<file path="src/pkg/line_supervisor_map.vh">
/*
 * Constants for the line supervisor: timing figures and derived cycle counts.
 * Assumes a 25 MHz system clock; times are given in microseconds.
 */
`ifndef LINE_SUPERVISOR_MAP_VH
`define LINE_SUPERVISOR_MAP_VH

`define CLK_HZ              25000000
`define SAMPLE_PERIOD_US    1000
`define DROPOUT_TIME_US     60000
`define DETECT_TIME_US      32000
`define OFFMODE_ENTRY_US    50000
`define US_TO_CYC(us)       (((us) * (`CLK_HZ / 1000000)))
`define SAMPLE_CYCLES       `US_TO_CYC(`SAMPLE_PERIOD_US)
`define DROPOUT_CYCLES      `US_TO_CYC(`DROPOUT_TIME_US)
`define DETECT_CYCLES       `US_TO_CYC(`DETECT_TIME_US)
`define OFFMODE_CYCLES      `US_TO_CYC(`OFFMODE_ENTRY_US)

`endif

</file>
<file path="src/verilog/line_supervisor.v">
/*
 * Supervisory logic of an offline flyback controller: brown-out stop and
 * restart, ac-line unplug detection with capacitor discharge, and off mode.
 * Assumes analog comparators and the start-up current source sit outside;
 * all comparator decisions arrive asynchronously and are synchronised here.
 */
`timescale 1ns/1ns
`include "line_supervisor_map.vh"

module line_supervisor #(
	parameter SAMPLE_CYC  = `SAMPLE_CYCLES,   // sample-and-hold period
	parameter DROPOUT_CYC = `DROPOUT_CYCLES,  // line dropout timer
	parameter DETECT_CYC  = `DETECT_CYCLES,   // detection / discharge timer
	parameter OFFMODE_CYC = `OFFMODE_CYCLES   // off-mode entry timer
) (
	input  wire sys_clk,          // 25 MHz system clock
	input  wire rstn,             // Power-on reset, active low
	input  wire lineAboveStart,   // Line above start threshold
	input  wire lineAboveStop,    // Line above stop threshold
	input  wire lineAboveMin,     // Line above minimum threshold
	input  wire slopeCmp,         // Slope comparator output
	input  wire fbBelowOff,       // Feedback below 0.6 V
	input  wire fbAboveWake,      // Feedback above 2.2 V
	input  wire railAboveOn,      // Rail at turn-on level
	input  wire railBelowMin,     // Rail at minimum level
	input  wire railNearOff,      // Rail approaching turn-off level
	input  wire watchdogEvt,      // Watchdog event, one-cycle pulse
	input  wire thermalShutdown,  // Thermal shutdown active
	input  wire faultLatchIn,     // Latched fault request from protection
	input  wire faultClear,       // Latch release request (not in off mode)
	output reg  sampleHold,       // Sample strobe to the hold capacitor
	output reg  sourceOn,         // Start-up current source enable
	output reg  dischargeLevel,   // Source at discharge current
	output reg  switchEn,         // Permission to switch
	output reg  brownOut,         // Brown-out flag
	output reg  dcDetect,         // Line unplugged indication
	output reg  offMode,          // Low-consumption off mode
	output reg  faultLatched      // Stored latched fault
);

	// Main state machine, one-hot
	localparam [3:0] ST_OFF  = 4'h1;
	localparam [3:0] ST_WAIT = 4'h2;
	localparam [3:0] ST_RUN  = 4'h4;
	localparam [3:0] ST_BO   = 4'h8;

	localparam NSYNC = 11;

	// Terminal count of a timer.
	// One compare serves all four timers so their end points agree.
	// The limit is taken as a count of cycles, so a limit of N expires on the Nth cycle.
	function atLast;
		input [31:0] count;
		input [31:0] limit;
		begin
			atLast = (count == limit - 32'h1);
		end
	endfunction

	// Two-flop synchronisers for every async comparator input.
	// Comparators toggle with no regard to sys_clk, so nothing reads the first flop.
	// The stop comparator has its own pair so the dropout filter is easy to trace.
	// This costs two cycles of latency on every decision, far below any timer.
	wire [NSYNC-1:0] rawIn = {faultClear, faultLatchIn, thermalShutdown, railNearOff, railBelowMin,
		railAboveOn, fbAboveWake, fbBelowOff, slopeCmp, lineAboveMin, lineAboveStart};
	reg  [NSYNC-1:0] sync1_q;
	reg  [NSYNC-1:0] sync2_q;
	reg              stopSync1_q;
	reg              stopSync2_q;
	always @(posedge sys_clk or negedge rstn) begin
		if (!rstn) begin
			sync1_q     <= {NSYNC{1'b0}};
			sync2_q     <= {NSYNC{1'b0}};
			stopSync1_q <= 1'b0;
			stopSync2_q <= 1'b0;
		end else begin
			sync1_q     <= rawIn;
			sync2_q     <= sync1_q;
			stopSync1_q <= lineAboveStop;
			stopSync2_q <= stopSync1_q;
		end
	end

	wire sStart   = sync2_q[0];
	wire sMin     = sync2_q[1];
	wire sSlope   = sync2_q[2];
	wire sFbLow   = sync2_q[3];
	wire sFbWake  = sync2_q[4];
	wire sRailOn  = sync2_q[5];
	wire sRailMin = sync2_q[6];
	wire sRailOff = sync2_q[7];
	wire sTsd     = sync2_q[8];
	wire sFault   = sync2_q[9];
	wire sClear   = sync2_q[10];
	wire sStop    = stopSync2_q;

	// Sample-and-hold strobe; comparator offset and hold live in analog.
	// The strobe runs in every state, off mode included, since unplug sensing
	// depends on a fresh held sample each period.
	// Period accuracy sets the smallest slope that still counts as ac.
	reg [31:0] sampleCnt_q;
	always @(posedge sys_clk or negedge rstn) begin
		if (!rstn) begin
			sampleCnt_q <= 32'h0;
			sampleHold  <= 1'b0;
		end else if (atLast(sampleCnt_q, SAMPLE_CYC)) begin
			sampleCnt_q <= 32'h0;
			sampleHold  <= 1'b1;
		end else begin
			sampleCnt_q <= sampleCnt_q + 32'h1;
			sampleHold  <= 1'b0;
		end
	end

	// Edge detect on synchronised slope output (both directions).
	// Reset value matches the idle low of a dc line, so no false edge follows reset.
	// A steady low or steady high gives no edge and lets the timer run out.
	reg slopeLast_q;
	always @(posedge sys_clk or negedge rstn) begin
		if (!rstn)
			slopeLast_q <= 1'b0;
		else
			slopeLast_q <= sSlope;
	end
	wire slopeEdge = sSlope ^ slopeLast_q;

	// Detection timer: restarted by edges, also bounds each discharge phase.
	// Runs in every state, so unplug is caught even in off mode.
	// Reusing one timer for detection and phase length keeps the draw duty at
	// one half, which bounds die heating whatever the filter capacitance.
	// Below the minimum line level the sequence ends; the line is already safe.
	reg [31:0] detCnt_q;
	reg        dischPhase_q;             // Discharge currently drawing
	wire       detExpire = atLast(detCnt_q, DETECT_CYC);
	always @(posedge sys_clk or negedge rstn) begin
		if (!rstn) begin
			detCnt_q     <= 32'h0;
			dischPhase_q <= 1'b0;
			dcDetect     <= 1'b0;
		end else begin
			if (slopeEdge) begin
				detCnt_q <= 32'h0;
				dcDetect <= 1'b0;
				dischPhase_q <= 1'b0;
			end else if (dcDetect && !sMin) begin
				detCnt_q     <= 32'h0;
				dcDetect     <= 1'b0;
				dischPhase_q <= 1'b0;
			end else if (detExpire) begin
				detCnt_q <= 32'h0;
				dcDetect <= 1'b1;
				// Alternate draw and rest phases to limit die heating
				dischPhase_q <= ~dischPhase_q;
			end else begin
				detCnt_q <= detCnt_q + 32'h1;
			end
		end
	end

	// Dropout filter: stop only if line stays below stop threshold long enough.
	// The count saturates at expiry so the stop request stands until the line
	// returns; missing line cycles shorter than the timer leave switching alone.
	reg [31:0] dropCnt_q;
	wire       dropExpire = atLast(dropCnt_q, DROPOUT_CYC);
	always @(posedge sys_clk or negedge rstn) begin
		if (!rstn)
			dropCnt_q <= 32'h0;
		else if (sStop || sStart)
			dropCnt_q <= 32'h0;
		else if (!dropExpire)
			dropCnt_q <= dropCnt_q + 32'h1;
	end

	// Off-mode entry qualifier; short feedback dips are filtered out.
	// Skip-mode ripple can dip the feedback briefly; any rise restarts the count.
	// The count saturates so a long low feedback keeps requesting entry.
	reg [31:0] offCnt_q;
	wire       offExpire = atLast(offCnt_q, OFFMODE_CYC);
	always @(posedge sys_clk or negedge rstn) begin
		if (!rstn)
			offCnt_q <= 32'h0;
		else if (!sFbLow)
			offCnt_q <= 32'h0;
		else if (!offExpire)
			offCnt_q <= offCnt_q + 32'h1;
	end

	// Latched fault: survives off mode, cleared only outside it.
	// Remote shutdown through feedback must not be a way to unlatch a fault.
	// A set and a clear in one cycle leave the fault set.
	always @(posedge sys_clk or negedge rstn) begin
		if (!rstn)
			faultLatched <= 1'b0;
		else if (sFault)
			faultLatched <= 1'b1;        // set wins over clear
		else if (sClear && !offMode)
			faultLatched <= 1'b0;
	end

	// Main state machine.
	// OFF is the start state and the thermal refuge; only a feedback wake leaves it.
	// BO waits for start permission: line above start, no watchdog block,
	// no discharge in progress and no latched fault.
	// WAIT holds permission until the rail reaches its turn-on level.
	// RUN is the only state that allows switching.
	// The watchdog block is set only by a dropout stop, to reject filter spikes.
	reg [3:0] state_q;
	reg [3:0] state_d;
	reg       wdBlock_q;                 // Restart blocked until watchdog
	reg       wdBlock_d;
	wire      startOk = sStart && !wdBlock_q && !dcDetect && !faultLatched;
	always @* begin
		state_d   = state_q;
		wdBlock_d = wdBlock_q;
		if (watchdogEvt)
			wdBlock_d = 1'b0;
		if (sTsd) begin
			state_d = ST_OFF;
		end else begin
			case (state_q)
				ST_OFF: begin
					if (sFbWake)
						state_d = ST_BO;
				end
				ST_BO: begin
					if (sFbLow && offExpire)
						state_d = ST_OFF;
					else if (startOk)
						state_d = ST_WAIT;
				end
				ST_WAIT: begin
					if (sFbLow && offExpire)
						state_d = ST_OFF;
					else if (!startOk)
						state_d = ST_BO;
					else if (sRailOn)
						state_d = ST_RUN;
				end
				ST_RUN: begin
					if (sFbLow && offExpire) begin
						state_d = ST_OFF;
					end else if (dropExpire) begin
						state_d   = ST_BO;
						wdBlock_d = 1'b1;
					end else if (dcDetect || faultLatched) begin
						state_d = ST_BO;
					end
				end
				default: state_d = ST_OFF;
			endcase
		end
	end

	always @(posedge sys_clk or negedge rstn) begin
		if (!rstn) begin
			state_q   <= ST_OFF;
			wdBlock_q <= 1'b0;
		end else begin
			state_q   <= state_d;
			wdBlock_q <= wdBlock_d;
		end
	end

	// Self-supply hysteresis: on at minimum level, off at turn-on level.
	// The near-off input forces the source on as a last guard for the rail.
	// The source cannot help with the line below minimum, so it is gated by it.
	reg supplyOn_q;
	always @(posedge sys_clk or negedge rstn) begin
		if (!rstn)
			supplyOn_q <= 1'b0;
		else if (sRailMin || sRailOff)
			supplyOn_q <= 1'b1;
		else if (sRailOn)
			supplyOn_q <= 1'b0;
	end

	// Registered outputs; off mode drops everything but discharge and supply.
	// Switching is also cut by dc detection directly, so that it never
	// overlaps the first discharge cycle while the state catches up.
	always @(posedge sys_clk or negedge rstn) begin
		if (!rstn) begin
			sourceOn       <= 1'b0;
			dischargeLevel <= 1'b0;
			switchEn       <= 1'b0;
			brownOut       <= 1'b0;
			offMode        <= 1'b1;
		end else begin
			dischargeLevel <= dcDetect && dischPhase_q && sMin;
			sourceOn       <= (dcDetect && dischPhase_q && sMin) ||
				(supplyOn_q && sMin);
			switchEn       <= (state_q == ST_RUN) && !dcDetect;
			brownOut       <= (state_q == ST_BO) && !sStart;
			offMode        <= (state_q == ST_OFF);
		end
	end

endmodule // line_supervisor

</file>
<file path="config.mk">
export PLATFORM = sky130hd
export DESIGN_NAME = line_supervisor
export DESIGN_NICKNAME = d
export VERILOG_FILES = /design/src/verilog/line_supervisor.v
export VERILOG_INCLUDE_DIRS = /design/src /design/src/pkg
export SDC_FILE = /design/constraint.sdc
export NUM_CORES = 1
export LEC_CHECK = 0
export BUFFER_PORTS_ARGS = -buffer_cell sky130_fd_sc_hd__buf_2
export CAP_MARGIN = 40
export CORE_MARGIN = 3
export CORE_UTILIZATION = 50
export CTS_BUF_LIST = sky130_fd_sc_hd__clkbuf_8
export CTS_CLUSTER_DIAMETER = 40
export DETAILED_ROUTE_END_ITERATION = 10
export PLACE_DENSITY = 0.62
export SLEW_MARGIN = 0
export SYNTH_ARGS = -nofsm -noshare
export SYNTH_HDL_FRONTEND = slang
export SYNTH_SLANG_ARGS = --single-unit
</file>
<file path="constraint.sdc">
create_clock -name sys_clk -period 4.1 [get_ports sys_clk]
set_input_delay 0.615 -clock sys_clk [delete_from_list [all_inputs] [get_ports sys_clk]]
set_output_delay 0.615 -clock sys_clk [all_outputs]
set_load 0.02 [all_outputs]
</file>
==> summary.md <==
| Metric | Value |
|---|---|
| Status | `completed` |
| Post-route ant nets | `0` |
| Worst slew pin tran | `0.821 ns` |
| Ys async rst share | `1.00` |
| Final Cycle Share | `0.615` |
| Seq/Total Area, Yosys | `0.542` |
| H-tree Lvls | `4` |
| Worst path slowest cell | `nor4_2` |
| Crit-path cells | `ha_1 > and2_1 > nand3_1 > or3b_2 > nor4_2 > nor2_1` |
| Drt via density | `5.65` |
| First-pass GRT wire length | `25.5 mm` |
| GR Util All Layers | `0.185` |
| Placed Instances | `953` |
| Filler cells | `1330` |
| Worst R2R Setup Slack | `1.58 ns` |
| RSZ-0062 raised after global routing | `no` |
| Reg area | `4210 um2` |
| Switch share | `0.250` |
| Fin nets | `807` |
| Clk_lat worst skew | `0.46 ns` |
| P_sw | `0.000716 W` |
| TNS Setup | `0 ns` |
| Synthesized flop and latch total | `168` |
| Combinational share of power | `0.036` |
| Hold Path Class | `in -> async` |
| Tmin final | `2.52 ns` |
| Fin cells | `984` |
| CTS Buffer Depth | `2` |
| TritonCTS Buffers | `17` |
| Clk_skew | `0.0143 ns` |
| Max stage delay on crit path | `0.67 ns` |
| Crit path max-delay family | `simple AND/OR/NAND/NOR gates` |
| Static Leak | `3.43 nW` |
| Design Area, Final | `8410 um2` |
| CTS sink cnt | `168` |
| CTS Hold Buffers Added | `0` |
| Initial antenna violation count | `0` |
| Reg2Reg Capture Point | `sampleCnt_q[7]` |
| Number of global-route vias before repair | `5441` |
| Headroom to the max-slew limit | `0.453` |
| Syn_nets | `789` |
| Reg power frac | `0.595` |
| Slew Viols, Final | `0` |
| Final setup viols | `0` |
| Worst Path Required | `4.41 ns` |
| Reg2Reg Depth | `6` |
| Area of the multi-input gates | `3370 um2` |
| Worst setup SP type | `flip-flop` |
| Fmax achieved | `397 MHz` |
| Total wire length | `14.7 mm` |
| Worst Path Max Fanout | `11` |
| Avg Synthesized Cell Area | `10.1 um2` |
| Remaining global-route overflow | `0` |
| Worst r2r src | `sampleCnt_q[0]` |
| Root buf cell | `clkbuf_8` |
| Max VDD drop | `0.229 mV` |
| CP Class | `reg -> reg` |
| CTS tree | `yes` |
| Fin util | `0.566` |
| Port bufs | `22` |
| Setup bufs post-CTS | `0` |
| GPL Wtd Cong | `0.832` |
| Layout area overhead | `8.34%` |
| Die height | `131 um` |
| DR vias | `5561` |
| Cell variety after synth | `47` |
| Placement-stage cell area | `8060 um2` |
| Post-DP HPWL | `9.83 mm` |
| Starting Density | `0.522` |
| Worst EP arrival | `2.83 ns` |
| Post-Syn Area | `7760 um2` |
| CTS clk-pin slew, worst paths | `0.09 ns` |
| Largest net degree at the start of global routing | `92` |
| Io pins | `23` |
| Resized Gates After CTS | `0` |
| Core Box Area | `14900 um2` |
| Row Count | `44` |
| Worst Path Buf+Inv | `0` |
| Pre-antenna DRT Iters | `6` |
| Ant. Diodes | `0` |
| Die width | `131 um` |
| Clock share of power | `0.368` |
| CP Capture Type | `flip-flop` |
| Initial drt markers | `308` |
| Pwr Density | `341 nW/um2` |
| Max-cap viol count | `0` |
| Internal Power | `0.00215 W` |
| Post-synth EDFFs | `0` |
| Final Hold Viols | `0` |
| Die footprint | `17100 um2` |
| Share of cells above drive strength 1 | `0.0813` |
| Syn Inst Count | `770` |
| Syn. warnings | `0` |
| Main synth FF type | `dfrtp_1` |
| DRC | `0` |
| Routed WL per cell | `15.0 um` |
-- Yosys cell counts, drive strengths merged (3+ instances only) --
| cell type | instances | area (um2) |
|---|---|---|
| and4 | 13 | 114 |
| o21ai | 22 | 110 |
| a21o | 6 | 45.0 |
| dfrtp | 166 | 4150 |
| nor4b | 8 | 70.1 |
| nand4 | 28 | 175 |
| nand3 | 48 | 253 |
| nor2 | 109 | 409 |
| nand2 | 43 | 164 |
| nor2b | 3 | 18.8 |
| a21oi | 17 | 85.1 |
| ha | 4 | 50.1 |
| o21a | 3 | 22.5 |
| xnor2 | 75 | 657 |
| mux2i | 3 | 30.0 |
| nor3 | 32 | 160 |
| nor4 | 38 | 244 |
| and3 | 17 | 106 |
| inv | 22 | 82.6 |
| and2 | 5 | 31.3 |
| buf | 3 | 17.5 |
| xor2 | 31 | 272 |
| clkbuf | 23 | 86.3 |
| or3 | 24 | 150 |
| or4 | 3 | 22.5 |
-- metrics by stage --
| stage | hold slack, ns | worst slack [ns] | total power (W) |
|---|---|---|---|
| floorplan | 0.319 | 2.08 | 0.00178 |
| global placement | 0.331 | 1.66 | 0.00184 |
| detailed placement | 0.336 | 1.57 | 0.00185 |
| CTS | 0.226 | 1.54 | 0.00292 |
| global route | 0.222 | 1.34 | 0.00300 |
| finish | 0.182 | 1.58 | 0.00287 |
-- how the worst max path moves through the flow --
stage | start | end | slack [ns] | depth (start not counted)
floorplan | detCnt_q[8] | detCnt_q[31] | 2.08 | 7
global placement | sampleCnt_q[0] | sampleCnt_q[5] | 1.66 | 6
CTS | sampleCnt_q[0] | sampleCnt_q[7] | 1.54 | 6
finish | sampleCnt_q[0] | sampleCnt_q[7] | 1.58 | 6
global route | sampleCnt_q[0] | sampleCnt_q[3] | 1.34 | 6
detailed placement | sampleCnt_q[0] | sampleCnt_q[7] | 1.57 | 6
-- layout make-up --
| cell class | instances | share of cell area |
|---|---|---|
| sequential | 168 | 0.500 |
| clock buffer | 18 | 0.0295 |
| clock inverter | 13 | 0.0118 |
| timing repair buffer | 25 | 0.0207 |
| tap | 184 | 0.0274 |
| inverter | 22 | 0.00982 |
| multi-input combinational | 554 | 0.401 |
-- placed cells by master (no fill, tap or decap), types with 4 or more instances in the layout --
cell / count
o21ai_0: 22
nor2_1: 109
a21o_1: 6
xnor2_1: 75
and2_1: 5
nor4b_1: 8
a21oi_1: 17
clkbuf_8: 18
xor2_1: 31
and4_1: 13
nand4_1: 28
nor3_1: 32
ha_1: 4
and3_1: 17
buf_2: 21
dfrtp_1: 166
nor4_1: 37
or3_1: 24
nand3_1: 47
inv_1: 23
nand2_1: 42
inv_6: 5
-- power groups by stage --
stage          Sequential, W  Clock [W]  Combinational [W]
2_1_floorplan        0.00174          0          0.0000470
3_3_place_gp         0.00174          0           0.000104
3_5_place_dp         0.00174          0           0.000109
4_1_cts              0.00171    0.00110           0.000109
5_1_grt              0.00171    0.00116           0.000120
6_report             0.00171    0.00106           0.000105
-- registers in the layout (all words and copies together), names as in the netlist, 4 cells and up --
| signal | count |
|---|---|
| detCnt_q | 32 |
| sampleCnt_q | 32 |
| state_q | 4 |
| dropCnt_q | 32 |
| offCnt_q | 32 |
| sync1_q | 11 |
| sync2_q | 11 |
-- layer usage --
layer  GRT usage  part of all wire  vias to the layer above
met5           0                 0                        -
met4      0.0641             0.011                        0
met3      0.0427             0.029                       10
met2       0.293              0.48                       73
met1       0.254              0.48                     2751
li1            -                 -                     2727
-- logic make-up after synthesis --
family,Yosys count,synth area share
flip-flops,168,0.542
adder cells (fa/ha/maj),4,0.00645
buffers and inverters,48,0.0240
AND/OR/NAND/NOR,383,0.260
multiplexers,3,0.00387
AO/OA/AOI/OAI,58,0.0437
XOR/XNOR,106,0.120
No activity file was read; power rests on OpenSTA's default activity.
